`src/hw/status_xchg_pkg.sv`:
```
// package: constants and types for the terminal status word exchange
package status_xchg_pkg;
  // ******************************************************************
  // register bus
  // ******************************************************************
  localparam int ADDR_W = 5;
  localparam int DATA_W = 16;
  // control area words, mirrored copies of host words n..n+9
  localparam logic [ADDR_W-1:0] CTL_BASE_IDX = 5'h00;
  localparam logic [ADDR_W-1:0] NTF_BASE_IDX = 5'h10;
  localparam logic [ADDR_W-1:0] CFG_IDX = 5'h1F;
  localparam logic [ADDR_W-1:0] WORD_OFS_MASK = 5'h0F;
  localparam logic [ADDR_W-1:0] SCREEN_SELECT_OFS = 5'h00;
  localparam logic [ADDR_W-1:0] COPY_SOURCE_OFS = 5'h01;
  localparam logic [ADDR_W-1:0] COPY_TARGET_OFS = 5'h02;
  localparam logic [ADDR_W-1:0] CONTROL_BITS_OFS = 5'h03;
  localparam logic [ADDR_W-1:0] CURRENT_SCREEN_OFS = 5'h00;
  localparam logic [ADDR_W-1:0] CHANGED_TABLE_OFS = 5'h01;
  localparam logic [ADDR_W-1:0] TERMINAL_STATE_OFS = 5'h02;
  // ******************************************************************
  // area sizes
  // ******************************************************************
  localparam int AREA_WORDS_GM = 10;
  localparam int CTL_WORDS_NOGM = 4;
  localparam int NTF_WORDS_NOGM = 3;
  localparam int CTL_GM_WORDS = 6;
  localparam int NTF_GM_WORDS = 7;
  // ******************************************************************
  // control word n+3 fields
  // ******************************************************************
  localparam int CB_SCREEN_ON = 15;
  localparam int CB_ALARM = 14;
  localparam int CB_BUZ_CONT = 13;
  localparam int CB_BUZ_INTER = 12;
  localparam int CB_HIST_CLR = 11;
  localparam int CB_BL_RED = 10;
  localparam int CB_BL_STEADY = 8;
  localparam logic [DATA_W-1:0] CB_DEFINED_MASK = 16'hFD00;
  localparam logic [DATA_W-1:0] BCD3_MASK = 16'h0FFF;
  localparam logic [DATA_W-1:0] COPY_TYPE_MASK = 16'hF000;
  // ******************************************************************
  // notify word n+2 fields
  // ******************************************************************
  localparam int NB_RUN = 15;
  localparam int NB_BATT_LOW = 13;
  localparam int NB_SCR_STB = 12;
  localparam int NB_NUM_STB = 11;
  localparam logic [DATA_W-1:0] ZERO_W = 16'h0000;
  // ******************************************************************
  // write kinds, in priority order, highest first
  // ******************************************************************
  typedef enum logic [1:0] {
    WK_NOTIFY,
    WK_TOUCH,
    WK_NUMERAL,
    WK_STRING
  } write_kind_e;
endpackage : status_xchg_pkg

```
`src/hw/terminal_status_word_exchange.sv`:
```
// terminal side of the control/notify word exchange with the host controller
//
// Local design decisions: the strobed register port and the address map.
`timescale 1ns/1ps
module terminal_status_word_exchange
  import status_xchg_pkg::*;
#(
  parameter int GM_CTL_WORDS = status_xchg_pkg::CTL_GM_WORDS,
  parameter int GM_NTF_WORDS = status_xchg_pkg::NTF_GM_WORDS
) (
  // clock and reset
  input wire logic sys_clk_i,
  input wire logic nrst_i,
  input wire logic clk_en_i,
  // configuration pin
  input wire logic general_memory_switch_i,
  // register port (host memory image)
  input wire logic [status_xchg_pkg::ADDR_W-1:0] reg_addr_i,
  input wire logic [status_xchg_pkg::DATA_W-1:0] reg_wdata_i,
  input wire logic reg_wr_i,
  input wire logic reg_rd_i,
  output logic [status_xchg_pkg::DATA_W-1:0] reg_rdata_o,
  // terminal events from the display engine
  input wire logic screen_change_i,
  input wire logic [status_xchg_pkg::DATA_W-1:0] screen_num_i,
  input wire logic numeral_entry_i,
  input wire logic [11:0] numeral_table_i,
  input wire logic [status_xchg_pkg::DATA_W-1:0] numeral_value_i,
  input wire logic touch_change_i,
  input wire logic [status_xchg_pkg::DATA_W-1:0] touch_bits_i,
  input wire logic [2:0] touch_word_i,
  input wire logic string_change_i,
  input wire logic running_i,
  input wire logic battery_low_i,
  // write-back channel towards the link (value, kind)
  output logic wb_valid_o,
  output logic [1:0] wb_kind_o,
  output logic [status_xchg_pkg::DATA_W-1:0] wb_data_o,
  // element poll channel: request, answer from host
  output logic poll_req_o,
  input wire logic poll_ack_i,
  input wire logic [status_xchg_pkg::DATA_W-1:0] poll_data_i,
  output logic [status_xchg_pkg::DATA_W-1:0] element_word_o,
  // decoded terminal controls
  output logic [status_xchg_pkg::DATA_W-1:0] screen_select_o,
  output logic [11:0] copy_source_o,
  output logic [11:0] copy_target_o,
  output logic [3:0] copy_type_o,
  output logic backlight_on_o,
  output logic alarm_o,
  output logic buzzer_cont_o,
  output logic buzzer_inter_o,
  output logic history_clear_o,
  output logic backlight_red_o,
  output logic backlight_steady_o,
  output logic [status_xchg_pkg::DATA_W-1:0] ctl_gm_bits_o [status_xchg_pkg::CTL_GM_WORDS],
  output logic gm_enabled_o
);
  import status_xchg_pkg::*;

  // ******************************************************************
  // state
  // ******************************************************************
  typedef struct packed {
    logic [1:0] sw_sync;
    logic [1:0] run_sync;
    logic [1:0] batt_sync;
    logic gm_en;
    logic [AREA_WORDS_GM-1:0][DATA_W-1:0] ctl;
    logic [AREA_WORDS_GM-1:0][DATA_W-1:0] ntf;
    logic [DATA_W-1:0] rdata;
    logic [DATA_W-1:0] elem;
    logic poll_busy;
    logic scr_pend;
    logic num_pend;
    logic touch_pend;
    logic str_pend;
    logic scr_stb_clr;
    logic num_stb_clr;
    logic last_run;
    logic last_batt;
    logic state_pend;
    logic [DATA_W-1:0] num_val;
    logic wb_valid;
    logic [1:0] wb_kind;
    logic [DATA_W-1:0] wb_data;
  } state_s;

  state_s st_ff;
  state_s nxt_st;
  // kept apart from the state struct: it runs on the raw reset, not on its own output
  logic [1:0] rst_sync_ff;
  logic rst_n;

  assign rst_n = rst_sync_ff[1];

  // ******************************************************************
  // address decoding
  // ******************************************************************
  // area length for the current switch setting
  function automatic logic in_area(input logic [ADDR_W-1:0] ofs, input logic gm, input int nogm_words);
    in_area = gm ? (int'(ofs) < AREA_WORDS_GM) : (int'(ofs) < nogm_words);
  endfunction

  // word of the control image that exists at this switch setting
  function automatic logic ctl_hit(input logic [ADDR_W-1:0] addr, input logic gm);
    logic [ADDR_W-1:0] ofs;
    ofs = addr & WORD_OFS_MASK;
    ctl_hit = (addr < NTF_BASE_IDX) && in_area(ofs, gm, CTL_WORDS_NOGM);
  endfunction

  // notify image word; the config index above it is decoded first
  function automatic logic ntf_hit(input logic [ADDR_W-1:0] addr, input logic gm);
    logic [ADDR_W-1:0] ofs;
    ofs = addr & WORD_OFS_MASK;
    ntf_hit = (addr >= NTF_BASE_IDX) && (addr != CFG_IDX) && in_area(ofs, gm, NTF_WORDS_NOGM);
  endfunction

  // two-flop synchroniser step: new sample in, older sample moves up
  function automatic logic [1:0] sync_step(input logic [1:0] q, input logic d);
    sync_step = {q[0], d};
  endfunction

  // ******************************************************************
  // reset release
  // ******************************************************************
  // release waits two edges so no flop leaves reset on a half-settled edge
  always_ff @(posedge sys_clk_i or negedge nrst_i) begin
    if (!nrst_i) begin
      rst_sync_ff <= 2'h0;
    end else begin
      rst_sync_ff <= {rst_sync_ff[0], 1'b1};
    end
  end

  // ******************************************************************
  // next state
  // ******************************************************************
  always_comb begin
    logic [ADDR_W-1:0] ofs;
    logic [DATA_W-1:0] stw;
    nxt_st = st_ff;
    ofs = reg_addr_i & WORD_OFS_MASK;
    stw = ZERO_W;
    // pin inputs through two flops
    nxt_st.sw_sync = sync_step(st_ff.sw_sync, general_memory_switch_i);
    nxt_st.run_sync = sync_step(st_ff.run_sync, running_i);
    nxt_st.batt_sync = sync_step(st_ff.batt_sync, battery_low_i);
    nxt_st.gm_en = st_ff.sw_sync[1];
    nxt_st.wb_valid = 1'b0;

    // ****************************************************************
    // register port
    // ****************************************************************
    // host writes into the control image; out-of-area words ignored
    if (reg_wr_i) begin
      if (ctl_hit(reg_addr_i, st_ff.gm_en)) begin
        nxt_st.ctl[ofs[3:0]] = reg_wdata_i;
      end
    end

    // register reads: data stands the next cycle only
    nxt_st.rdata = ZERO_W;
    if (reg_rd_i) begin
      if (reg_addr_i == CFG_IDX) begin
        nxt_st.rdata = DATA_W'(st_ff.gm_en);
      end else if (ctl_hit(reg_addr_i, st_ff.gm_en)) begin
        nxt_st.rdata = st_ff.ctl[ofs[3:0]];
      end else if (ntf_hit(reg_addr_i, st_ff.gm_en)) begin
        nxt_st.rdata = st_ff.ntf[ofs[3:0]];
      end
    end

    // ****************************************************************
    // element poll
    // ****************************************************************
    // element poll: request, take answer, refresh display word
    if (!st_ff.poll_busy) begin
      nxt_st.poll_busy = 1'b1;
    end else if (poll_ack_i) begin
      nxt_st.elem = poll_data_i;
      nxt_st.poll_busy = 1'b0;
    end

    // ****************************************************************
    // terminal events
    // ****************************************************************
    // events latch pending writes; set wins over clear, except for the run/battery state flag, where the clear wins
    if (screen_change_i) begin
      nxt_st.ntf[CURRENT_SCREEN_OFS[3:0]] = screen_num_i;
      nxt_st.scr_pend = 1'b1;
    end
    if (numeral_entry_i) begin
      nxt_st.ntf[CHANGED_TABLE_OFS[3:0]] = {4'h0, numeral_table_i};
      nxt_st.num_val = numeral_value_i;
      nxt_st.num_pend = 1'b1;
    end
    if (touch_change_i) begin
      if (st_ff.gm_en && int'(touch_word_i) < GM_NTF_WORDS) begin
        nxt_st.ntf[NTF_WORDS_NOGM + int'(touch_word_i)] = touch_bits_i;
      end
      nxt_st.touch_pend = 1'b1;
    end
    if (string_change_i) begin
      nxt_st.str_pend = 1'b1;
    end
    nxt_st.last_run = st_ff.run_sync[1];
    nxt_st.last_batt = st_ff.batt_sync[1];
    if (st_ff.run_sync[1] != st_ff.last_run || st_ff.batt_sync[1] != st_ff.last_batt) begin
      nxt_st.state_pend = 1'b1;
    end

    // terminal state word: only defined bits can be one
    stw[NB_RUN] = st_ff.run_sync[1];
    stw[NB_BATT_LOW] = st_ff.batt_sync[1];
    stw[NB_SCR_STB] = st_ff.ntf[TERMINAL_STATE_OFS[3:0]][NB_SCR_STB];
    stw[NB_NUM_STB] = st_ff.ntf[TERMINAL_STATE_OFS[3:0]][NB_NUM_STB];

    // strobes clear one cycle after their write-back transfer (notify or numeral) went out
    if (st_ff.scr_stb_clr) begin
      stw[NB_SCR_STB] = 1'b0;
      nxt_st.scr_stb_clr = 1'b0;
    end
    if (st_ff.num_stb_clr) begin
      stw[NB_NUM_STB] = 1'b0;
      nxt_st.num_stb_clr = 1'b0;
    end

    // ****************************************************************
    // write-back
    // ****************************************************************
    // one write per cycle, priority notify, touch, numeral, string
    if (st_ff.scr_pend || st_ff.state_pend) begin
      if (st_ff.scr_pend) begin
        stw[NB_SCR_STB] = 1'b1;
        nxt_st.scr_stb_clr = 1'b1;
        nxt_st.scr_pend = screen_change_i;
      end
      nxt_st.state_pend = 1'b0;
      nxt_st.wb_valid = 1'b1;
      nxt_st.wb_kind = WK_NOTIFY;
      nxt_st.wb_data = stw;
    end else if (st_ff.touch_pend) begin
      nxt_st.touch_pend = touch_change_i;
      nxt_st.wb_valid = 1'b1;
      nxt_st.wb_kind = WK_TOUCH;
      // live bits, so a key still held is reported as pressed
      nxt_st.wb_data = touch_bits_i;
    end else if (st_ff.num_pend) begin
      stw[NB_NUM_STB] = 1'b1;
      nxt_st.num_stb_clr = 1'b1;
      nxt_st.num_pend = numeral_entry_i;
      nxt_st.wb_valid = 1'b1;
      nxt_st.wb_kind = WK_NUMERAL;
      nxt_st.wb_data = st_ff.num_val;
    end else if (st_ff.str_pend) begin
      nxt_st.str_pend = string_change_i;
      nxt_st.wb_valid = 1'b1;
      nxt_st.wb_kind = WK_STRING;
      nxt_st.wb_data = ZERO_W;
    end
    nxt_st.ntf[TERMINAL_STATE_OFS[3:0]] = stw;
  end

  // ******************************************************************
  // state register
  // ******************************************************************
  always_ff @(posedge sys_clk_i or negedge rst_n) begin
    if (!rst_n) begin
      st_ff.sw_sync <= 2'h0;
      st_ff.run_sync <= 2'h0;
      st_ff.batt_sync <= 2'h0;
      st_ff.gm_en <= 1'b0;
      st_ff.ctl <= '0;
      st_ff.ntf <= '0;
      st_ff.rdata <= ZERO_W;
      st_ff.elem <= ZERO_W;
      st_ff.poll_busy <= 1'b0;
      st_ff.scr_pend <= 1'b0;
      st_ff.num_pend <= 1'b0;
      st_ff.touch_pend <= 1'b0;
      st_ff.str_pend <= 1'b0;
      st_ff.scr_stb_clr <= 1'b0;
      st_ff.num_stb_clr <= 1'b0;
      st_ff.last_run <= 1'b0;
      st_ff.last_batt <= 1'b0;
      st_ff.state_pend <= 1'b0;
      st_ff.num_val <= ZERO_W;
      st_ff.wb_valid <= 1'b0;
      st_ff.wb_kind <= 2'h0;
      st_ff.wb_data <= ZERO_W;
    end else if (clk_en_i) begin
      st_ff.sw_sync <= nxt_st.sw_sync;
      st_ff.run_sync <= nxt_st.run_sync;
      st_ff.batt_sync <= nxt_st.batt_sync;
      st_ff.gm_en <= nxt_st.gm_en;
      st_ff.ctl <= nxt_st.ctl;
      st_ff.ntf <= nxt_st.ntf;
      st_ff.rdata <= nxt_st.rdata;
      st_ff.elem <= nxt_st.elem;
      st_ff.poll_busy <= nxt_st.poll_busy;
      st_ff.scr_pend <= nxt_st.scr_pend;
      st_ff.num_pend <= nxt_st.num_pend;
      st_ff.touch_pend <= nxt_st.touch_pend;
      st_ff.str_pend <= nxt_st.str_pend;
      st_ff.scr_stb_clr <= nxt_st.scr_stb_clr;
      st_ff.num_stb_clr <= nxt_st.num_stb_clr;
      st_ff.last_run <= nxt_st.last_run;
      st_ff.last_batt <= nxt_st.last_batt;
      st_ff.state_pend <= nxt_st.state_pend;
      st_ff.num_val <= nxt_st.num_val;
      st_ff.wb_valid <= nxt_st.wb_valid;
      st_ff.wb_kind <= nxt_st.wb_kind;
      st_ff.wb_data <= nxt_st.wb_data;
    end
  end

  // ******************************************************************
  // outputs
  // ******************************************************************
  logic [DATA_W-1:0] cbits;
  // undefined control bits are masked off before use
  assign cbits = st_ff.ctl[CONTROL_BITS_OFS[3:0]] & CB_DEFINED_MASK;
  assign reg_rdata_o = st_ff.rdata;
  assign wb_valid_o = st_ff.wb_valid;
  assign wb_kind_o = st_ff.wb_kind;
  assign wb_data_o = st_ff.wb_data;
  assign poll_req_o = st_ff.poll_busy;
  assign element_word_o = st_ff.elem;
  assign screen_select_o = st_ff.ctl[SCREEN_SELECT_OFS[3:0]];
  assign copy_source_o = st_ff.ctl[COPY_SOURCE_OFS[3:0]][11:0];
  assign copy_target_o = st_ff.ctl[COPY_TARGET_OFS[3:0]][11:0];
  assign copy_type_o = st_ff.ctl[COPY_TARGET_OFS[3:0]][15:12];
  assign backlight_on_o = cbits[CB_SCREEN_ON];
  assign alarm_o = cbits[CB_ALARM];
  assign buzzer_cont_o = cbits[CB_BUZ_CONT];
  assign buzzer_inter_o = cbits[CB_BUZ_INTER];
  assign history_clear_o = cbits[CB_HIST_CLR];
  assign backlight_red_o = cbits[CB_BL_RED];
  assign backlight_steady_o = cbits[CB_BL_STEADY];
  assign gm_enabled_o = st_ff.gm_en;

  // control general memory words, zero while the switch is off
  genvar gi;
  generate
    for (gi = 0; gi < CTL_GM_WORDS; gi++) begin : g_ctl_gm
      assign ctl_gm_bits_o[gi] = (st_ff.gm_en && gi < GM_CTL_WORDS) ?
        st_ff.ctl[CTL_WORDS_NOGM + gi] : ZERO_W;
    end
  endgenerate
endmodule // terminal_status_word_exchange

```
`config.mk`:
```
export PLATFORM = sky130hd
export DESIGN_NAME = terminal_status_word_exchange
export DESIGN_NICKNAME = d
export VERILOG_FILES = /design/src/hw/status_xchg_pkg.sv /design/src/hw/terminal_status_word_exchange.sv
export SDC_FILE = /design/constraint.sdc
export NUM_CORES = 1
export LEC_CHECK = 0
export ABC_AREA = 1
export BUFFER_PORTS_ARGS = -buffer_cell sky130_fd_sc_hd__buf_2
export CORE_MARGIN = 2
export CORE_UTILIZATION = 50
export DETAILED_ROUTE_END_ITERATION = 12
export PLACE_DENSITY = 0.72
export SETUP_SLACK_MARGIN = 0.4
export SYNTH_ARGS = -nofsm -noshare
export SYNTH_HDL_FRONTEND = slang
export SYNTH_SLANG_ARGS = --single-unit
```
`constraint.sdc`:
```
create_clock -name sys_clk_i -period 27.8 [get_ports sys_clk_i]
set_input_delay 5.56 -clock sys_clk_i [delete_from_list [all_inputs] [get_ports sys_clk_i]]
set_output_delay 5.56 -clock sys_clk_i [all_outputs]
set_load 0.05 [all_outputs]
```
# Yosys cells after proc, flatten, opt, wreduce, memory -nomap -nowiden
# Index checks and enable logic that the tools add are counted.
# word_totals
reg_bits	394
out_inout_bits	200
elab_cells	131
inputBits	113
# op_classes
n_mux	59
order_cmp	10
n_addsub	1
eq_ne	4
n_reduce_logical	16
# ops
op	n
$bwmux 160	2
$mux 16	16
$bmux 16 s4	2
$demux 16 s4	2
$mux 19	4
$mux 32	2
$mux 1	30
$lt 4x5->1 const B	2
$reduce_and 3->1	3
$ge 4x1->1 const B	2
$logic_and 1x1->1	6
$reduce_and 2->1	3
$eq 5x5->1 const B	1
$ge 5x5->1 const B	1
$lt 5x5->1 const B	1
$ne 5x5->1 const B	1
$add 2x3->4 const A	1
$lt 4x2->1 const B	1
$lt 4x3->1 const B	1
$lt 4x4->1 const B	1
$reduce_bool 4->1	1
$lt 3x3->1 const B	1
$mux 3	1
$logic_or 1x1->1	2
2 further kinds	3

# Longest topological paths before layout
# Gate-level depths: netlist of the first run.
# logic_depth
depth_word	8
depth_mapped	13
depth_no_buf	12

# Worst setup path before layout of the first run
# No wires, ideal clock.
# synth_timing
path_kind	reg-to-output
startpoint	register st_ff, in the netlist gm_enabled_o
endpoint	output ctl_gm_bits_o[0] (netlist bit)
t_required_ns	22.240
stages_incl_launch_ff	6
t_arrival_ns	1.812
n_path_buf	3
path_slack_ns	20.428
path_cell_list	dfrtp_1 -> buf_2 -> clkbuf_1 -> clkbuf_1 -> nand2_1 -> inv_1
# synth_rtl
item	line_no	text
start, declared	terminal_status_word_exchange.sv:89	state_s st_ff;
end, declared	terminal_status_word_exchange.sv:56	output logic [status_xchg_pkg::DATA_W-1:0] ctl_gm_bits_o [status_xchg_pkg::CTL_GM_WORDS],

# Worst setup path in the final report of the first run
# layout_timing
startpoint	input reg_addr_i[3] (netlist bit)
endpoint	register st_ff[391] (netlist bit)
# layout_via
elab_chain_cells	5
word_cells_on_any_way	12
cone_classes	order compare (5); mux (4); reduce/logical (3)
# layout_rtl
item	line_no	text
start, declared	terminal_status_word_exchange.sv:18	input wire logic [status_xchg_pkg::ADDR_W-1:0] reg_addr_i,
$lt 4x5->1 (implied by the code) / $ge 4x1->1 (equally long branches)	terminal_status_word_exchange.sv:158	nxt_st.ctl[ofs[3:0]] = reg_wdata_i;
$logic_and 1x1->1 (implied by the code)	terminal_status_word_exchange.sv:158	
$mux 16 (implied by the code)	terminal_status_word_exchange.sv:158	
$demux 16 s4	terminal_status_word_exchange.sv:158	
$bwmux 160	terminal_status_word_exchange.sv:158	
# Several ways; a longest one is shown, not always the timed one.
# A chain may end at the register's enable or synchronous reset.

==> flow_summary_export.csv, run 1 <==
group,metric,value,unit
status,outcome,"finished, final reports clean",
sta,slew_headroom,0.132,
floorplanning,start_util,0.504,
setup_path,cp_top_family,"simple AND/OR/NAND/NOR gates",
drt,num_vias,17900,
layout,area_growth,12.7,%
global_routing,grt_max_degree,194,
setup_path,cp_slowest_cell,"nor2_2",
floorplanning,die-area,40500,sq um
sta,layout_setup_ws,19400,ps
floorplanning,core-area,38600,sq um
setup_path,start_kind,"input pin",
yosys,synthSimpleGateAreaFrac,0.264,
yosys,syn_avg_cell_area,7.41,sq um
layout,fill_cells,3648,
setup_path,path_cells,"buf_2 -> inv_1 -> nor2_2 -> nand3_1 -> o21ai_0",
yosys,yosysSeqAreaShare,0.504,
floorplanning,die_x,201,microns
global_routing,track_usage,0.305,
global_routing,overflow,0,
layout,fin_nets,2879,
cts,cts.clk_slew.worst_paths,60,ps
sta,slew_violations,0,
setup_path,crit_arrival,8850,ps
place,place_congestion,0.990,
drt,first_pass_iters,5,
setup_path,critPathBufInv,2,
power_and_ir_drop,p_int,0.00106,W
cts,cts_sinks,392,
setup_path,critPathCaptureType,"register",
cts,ctsHoldBuffers,0,
drt,drc,0,
sta,worst_pin_slew,1290,ps
job,maxCapViolCount,0,
cts,cts_resized,0,
hold_path,worstHoldPathType,"register to register",
floorplanning,rows,72,
cts,post_cts_buffers,0,
place,dp_worst_setup_slack,19020,ps
yosys,syn_area,19400,sq um
sta,rsz0062_at_grt,"no",
sta,skew,9.47,ps
global_routing,grt_pass1_vias,16900,
power_and_ir_drop,p_sw,0.000514,W
drt,wl_per_cell,18.7,microns
global_routing,grt_pass1_wl,96400,microns
sta,hold_viol,0,
yosys,synth_edf_count,0,
cts,ctsHtreeMaxLevel,2,
drt,postRouteAntennaNets,0,
yosys,synth_top_family_by_area,"simple AND/OR/NAND/NOR gates",
power_and_ir_drop,powerDensity,71.8,nW/um^2
yosys,synthAdderAreaFrac,0,
sta,fin_crit,8400,ps
place,portBuffers,312,
setup_path,critPathMaxFanout,32,
global_routing,grt_antenna_before_repair,5,
cts,clk_path_buf_depth,3,
power_and_ir_drop,p_sw_frac,0.327,
cts,tritoncts,"done",
yosys,synth_cells,2623,
sta,fin_crit_sh,0.302,
yosys,synth_top_area_frac,0.504,
drt,routed_via_density,5.38,
yosys,synth.mux.area_fraction,0.00579,
yosys,synthTopCellsByArea,"dfrtp_1 (50%), nand2_1 (19%), o21ai_0 (7.0%), inv_1 (5.3%), nor2_1 (4.2%)",
cts,numCtsBuffers,42,
layout,drive_gt1_frac,0.153,
sta,setup-tns-final,0,ps
yosys,yosys.area.top_type,"dfrtp_1",
setup_path,cp.required,28240,ps
power_and_ir_drop,p_seq_frac,0.445,
floorplanning,die_h,201,microns
yosys,synth_xor_area_frac,0.000901,
cts,root_buffer,"clkbuf_16",
power_and_ir_drop,comb_power_share,0.196,
cts,insertion_delay,560,ps
sta,finalSetupViolCount,0,
power_and_ir_drop,ir_drop,0.0537,mV
drt,drt-total-wl,62000,microns
layout,utilization,0.569,
yosys,synth_ff_type,"dfrtp_1",
power_and_ir_drop,p_clk_frac,0.358,
yosys,synth_compound_area_frac,0.104,
yosys,async_flop_share,1.00,
sta,fmax,119,MHz
drt,first_iter_violations,1855,
yosys,ys_warn_count,0,
power_and_ir_drop,leakagePower,12.6,nW
setup_path,crit_type,"input pin to register",
yosys,synthDistinctLibCells,33,
yosys,ys_ff_latch,392,
place,dpl.hpwl,42700,microns
floorplanning,ios,313,
yosys,synthesis.nets,2736,
setup_path,cp_slowest_stage_delay,980,ps
[metrics by stage]
| stage | hold WS (ps) | area (sq um) | total power, W | std cells |
|---|---|---|---|---|
| after floorplan | 331 | 19400 | 0.000941 | 2623 |
| after global placement | 332 | 20500 | 0.00101 | 3240 |
| after detailed placement | 338 | 20500 | 0.00101 | 3240 |
| after CTS | 351 | 21900 | 0.00158 | 3316 |
| after global routing | 352 | 21900 | 0.00164 | 3319 |
| final | 349 | 21900 | 0.00157 | 3319 |
[metal layers]
metal / up-vias / part of all wire / global-route usage
met2: 979 / 0.46 / 0.482
li1: 8260 / - / -
met1: 8438 / 0.39 / 0.407
met3: 185 / 0.095 / 0.0517
met4: 4 / 0.048 / 0.158
met5: - / 0.00034 / 0
[worst paths after layout]
kind | start | slack [ps] | end | cells after the start
min in group asynchronous | rst_sync_ff[1]$_DFF_PN0_ | 370 | st_ff[132]$_DFFE_PN0P_ | 0
worst min-delay path | rst_sync_ff[0]$_DFF_PN0_ | 350 | rst_sync_ff[1]$_DFF_PN0_ | 0
worst min register to register | rst_sync_ff[0]$_DFF_PN0_ | 350 | rst_sync_ff[1]$_DFF_PN0_ | 0
worst max register to register | rst_sync_ff[1]$_DFF_PN0_ | 25060 | st_ff[364]$_DFFE_PN0P_ | 2
max in group asynchronous | nrst_i | 22920 | rst_sync_ff[1]$_DFF_PN0_ | 1
worst max-delay path | reg_addr_i[3] | 19400 | st_ff[391]$_DFFE_PN0P_ | 5
[cell families after synthesis]
family | Yosys count
other | 1
muxes | 10
DFF | 392
AOI/OAI and AO/OA | 394
buffers and inverters | 514
xor gates and xnor gates | 2
and+or+nand+nor | 1310
[cell type report]
type | instances | area (sq um) | area share
Multi-Input combinational cell | 1717 | 7290 | 0.333
Sequential cell | 392 | 9810 | 0.448
Antenna cell | 3 | 7.51 | 0.000342
Tap cell | 518 | 648 | 0.0296
Clock buffer | 67 | 1320 | 0.0602
Clock inverter | 9 | 70.1 | 0.00320
Inverter | 283 | 1060 | 0.0485
Timing Repair Buffer | 330 | 1710 | 0.0780
[worst register-to-register path: stages (launching register included)]
cell     delay [ps]
dfrtp_4         850
buf_4           870
buf_4           900
[cell usage after synthesis (4+ instances only)]
cell type	n
inv_1	277
nand2_1	988
o21ai_0	273
nor2_1	215
buf_2	42
mux2_2	10
buf_1	19
a21oi_1	30
buf_4	97
nand2_2	4
clkbuf_1	72
nand3_2	4
nand4_1	4
nand3_1	86
o21ai_1	71
inv_2	4
a22oi_1	12
dfrtp_1	392
o22ai_1	4
[sequential cells by signal, summed over array words and instances (netlist names)]
register	cells
st_ff	280
element_word_o	16
reg_rdata_o	16
screen_select_o	16
wb_data_o	16
copy_source_o	12
copy_target_o	12
nxt_st	6
copy_type_o	4
rst_sync_ff	2
wb_kind_o	2
alarm_o	1
backlight_on_o	1
backlight_red_o	1
backlight_steady_o	1
buzzer_cont_o	1
buzzer_inter_o	1
gm_enabled_o	1
history_clear_o	1
poll_req_o	1
wb_valid_o	1
[power by group through the flow]
stage	Clock, W	Sequential [W]	Combinational [W]
floorplan	0	0.000699	0.000242
global placement	0	0.000705	0.000300
detailed placement	0	0.000707	0.000306
CTS	0.000569	0.000698	0.000308
global route	0.000592	0.000708	0.000340
finish	0.000564	0.000700	0.000309
[cell usage in the layout (no fill, tap or decap), drive strengths merged]
cell type and instances:
nand3b 1, o211ai 1, dfrtp 392, nand3 91, o31ai 2, clkbuf 67
nor2 220, a21oi 30, clkinv 10, inv 281, diode 3, mux2 10
nand4 4, bufinv 1, o21ai 345, a22oi 12, xor2 2, nand2 992
buf 330, conb 1, o22ai 4, nor3 2
Power figures use the tool's default switching activity.
==> inputs of run 2 (changes only) <==
- clock period: 27.8 -> 7.75 ns (I/O delays scaled with it)
==> run 2 against run 1 <==
- global-route usage is 0.16 points lower
- combinational power increased to 3.6 times the previous value
- sequential share of layout area about the same
==> flow_summary_export.csv, run 2 (synthesis results as in run 1) <==
group,metric,value,unit
cts,cts.clk_slew.worst_paths,60,ps
layout,most-common-layout-cells,"nand2_1 (988), dfrtp_1 (390), buf_2 (312), inv_1 (276), o21ai_0 (273)",
floorplanning,die_h,201,microns
power_and_ir_drop,p_int,0.00383,W
cts,cts_resized,0,
floorplanning,core-area,38600,sq um
setup_path,path_cells,"buf_2 -> inv_1 -> nor2_2 -> nand3_1 -> o21ai_0",
job,maxCapViolCount,0,
setup_path,crit_arrival,4650,ps
cts,post_cts_buffers,0,
hold_path,worstHoldPathType,"register to register",
layout,final_common_cell,"nand2_1",
sta,worst_pin_slew,1210,ps
power_and_ir_drop,p_seq_frac,0.441,
setup_path,start_kind,"input pin",
cts,numCtsBuffers,43,
sta,rsz0062_at_grt,"no",
floorplanning,die-area,40500,sq um
global_routing,grt_pass1_wl,95500,microns
place,place_congestion,0.908,
sta,slew_violations,0,
setup_path,cp_top_family,"simple AND/OR/NAND/NOR gates",
drt,first_iter_violations,1986,
place,placed_area,20500,sq um
layout,largest_reg_flops,280,
floorplanning,start_util,0.504,
sta,skew,32.7,ps
layout,area_growth,12.8,%
power_and_ir_drop,p_sw,0.00185,W
setup_path,crit_type,"input pin to register",
drt,num_vias,17600,
global_routing,grt_max_degree,98,
drt,first_pass_iters,7,
global_routing,grt_antenna_before_repair,3,
sta,fmax,238,MHz
cts,ctsHtreeMaxLevel,2,
setup_path,r2r_cells,7,
layout,fin_nets,2882,
power_and_ir_drop,p_sw_frac,0.326,
drt,routed_via_density,5.30,
layout,post-route-cell-area,21900,sq um
sta,fin_crit,4210,ps
setup_path,critPathCaptureType,"register",
setup_path,cp_slowest_cell,"nand3_1",
cts,insertion_delay,590,ps
layout,fill_cells,3676,
sta,hold_viol,0,
drt,wl_per_cell,18.6,microns
cts,tritoncts,"done",
global_routing,track_usage,0.304,
setup_path,path_depth,5,
floorplanning,rows,72,
setup_path,critPathMaxFanout,32,
layout,regArea,9810,sq um
hold_path,min_delay_path_depth,0,
cts,ctsHoldBuffers,0,
drt,postRouteAntennaNets,0,
global_routing,overflow,0,
place,dpl.hpwl,42500,microns
sta,setup-tns-final,0,ps
place,portBuffers,312,
cts,clk_path_buf_depth,3,
sta,finalSetupViolCount,0,
layout,drive_gt1_frac,0.154,
sta,slew_headroom,0.189,
cts,root_buffer,"clkbuf_16",
floorplanning,ios,313,
power_and_ir_drop,leakagePower,12.6,nW
layout,largest-register,"st_ff",
setup_path,cp_slowest_stage_delay,1030,ps
power_and_ir_drop,powerDensity,259,nW/um^2
power_and_ir_drop,comb_power_share,0.196,
power_and_ir_drop,p_clk_frac,0.363,
status,outcome,"finished, final reports clean",
cts,cts_sinks,392,
drt,drc,0,
sta,fin_crit_sh,0.543,
setup_path,cp.required,8190,ps
setup_path,critPathBufInv,2,
layout,multi_input_area,7290,sq um
global_routing,grt_pass1_vias,16700,
power_and_ir_drop,ir_drop,0.232,mV
floorplanning,die_x,201,microns
drt,drt-total-wl,61500,microns
## run 2: cell count changes in the layout (fill, tap and decap cells not counted)
| cell | change |
|---|---|
| clkinv_2 | -4 |
| clkbuf_8 | -2 |
| bufinv_16 | +2 |
| diode_2 | -1 |
| buf_4 | +3 |
| clkbuf_16 | -1 |
| clkinv_8 | +1 |
| buf_12 | -1 |
| inv_6 | +1 |
| clkbuf_1 | -4 |
| clkinvlp_4 | +1 |
| inv_8 | +1 |
## run 2: routing by layer
| metal | track usage | part of all wire |
|---|---|---|
| met1 | 0.402 | 0.40 |
| met5 | 0 | 0.00023 |
| met4 | 0.139 | 0.047 |
| met3 | 0.0502 | 0.079 |
| met2 | 0.493 | 0.47 |
## run 2: final cells by class
type / instances / share of cell area
clock buffer: 60 / 0.0570
inverter: 283 / 0.0484
sequential: 392 / 0.447
antenna: 2 / 0.000228
multi-input combinational: 1717 / 0.332
timing repair buffer: 332 / 0.0780
clock inverter: 11 / 0.00701
tap: 518 / 0.0295
## run 2: worst reg2reg max path, stage by stage (launching register included)
cell and delay (ps):
dfrtp_2 430, nand2_1 70, inv_1 50, o21ai_2 80
nand3_4 320, nor2_8 270, nand3_1 790, o21ai_0 480
## run 2: power groups by stage
stage / Clock (W) / Combinational, W / Sequential (W)
after floorplan: 0 / 0.000869 / 0.00250
after global placement: 0 / 0.00108 / 0.00252
after detailed placement: 0 / 0.00111 / 0.00253
after CTS: 0.00208 / 0.00111 / 0.00250
after global routing: 0.00217 / 0.00122 / 0.00253
final: 0.00206 / 0.00111 / 0.00250
## run 2: metrics by stage
step,setup slack (ps),hold slack [ps],total power (W),utilization,cells
2_1_floorplan,1350,331,0.00337,-,2623
3_3_place_gp,3200,332,0.00360,0.532,3242
3_5_place_dp,3060,336,0.00364,0.532,3242
4_1_cts,3640,349,0.00569,0.569,3313
5_1_grt,3290,352,0.00593,0.569,3315
6_report,3540,347,0.00567,0.569,3315
## run 2: worst paths after layout
path | endpoint | start | slack (ps)
hold / removal | rst_sync_ff[1]$_DFF_PN0_ | rst_sync_ff[0]$_DFF_PN0_ | 350
hold reg to reg | rst_sync_ff[1]$_DFF_PN0_ | rst_sync_ff[0]$_DFF_PN0_ | 350
setup reg to reg | st_ff[376]$_DFFE_PN0P_ | gm_enabled_o$_DFFE_PN0P_ | 5130
min in group asynchronous | st_ff[161]$_DFFE_PN0P_ | rst_sync_ff[1]$_DFF_PN0_ | 420
max in group asynchronous | st_ff[366]$_DFFE_PN0P_ | rst_sync_ff[1]$_DFF_PN0_ | 5160
setup / recovery | st_ff[376]$_DFFE_PN0P_ | reg_addr_i[3] | 3540
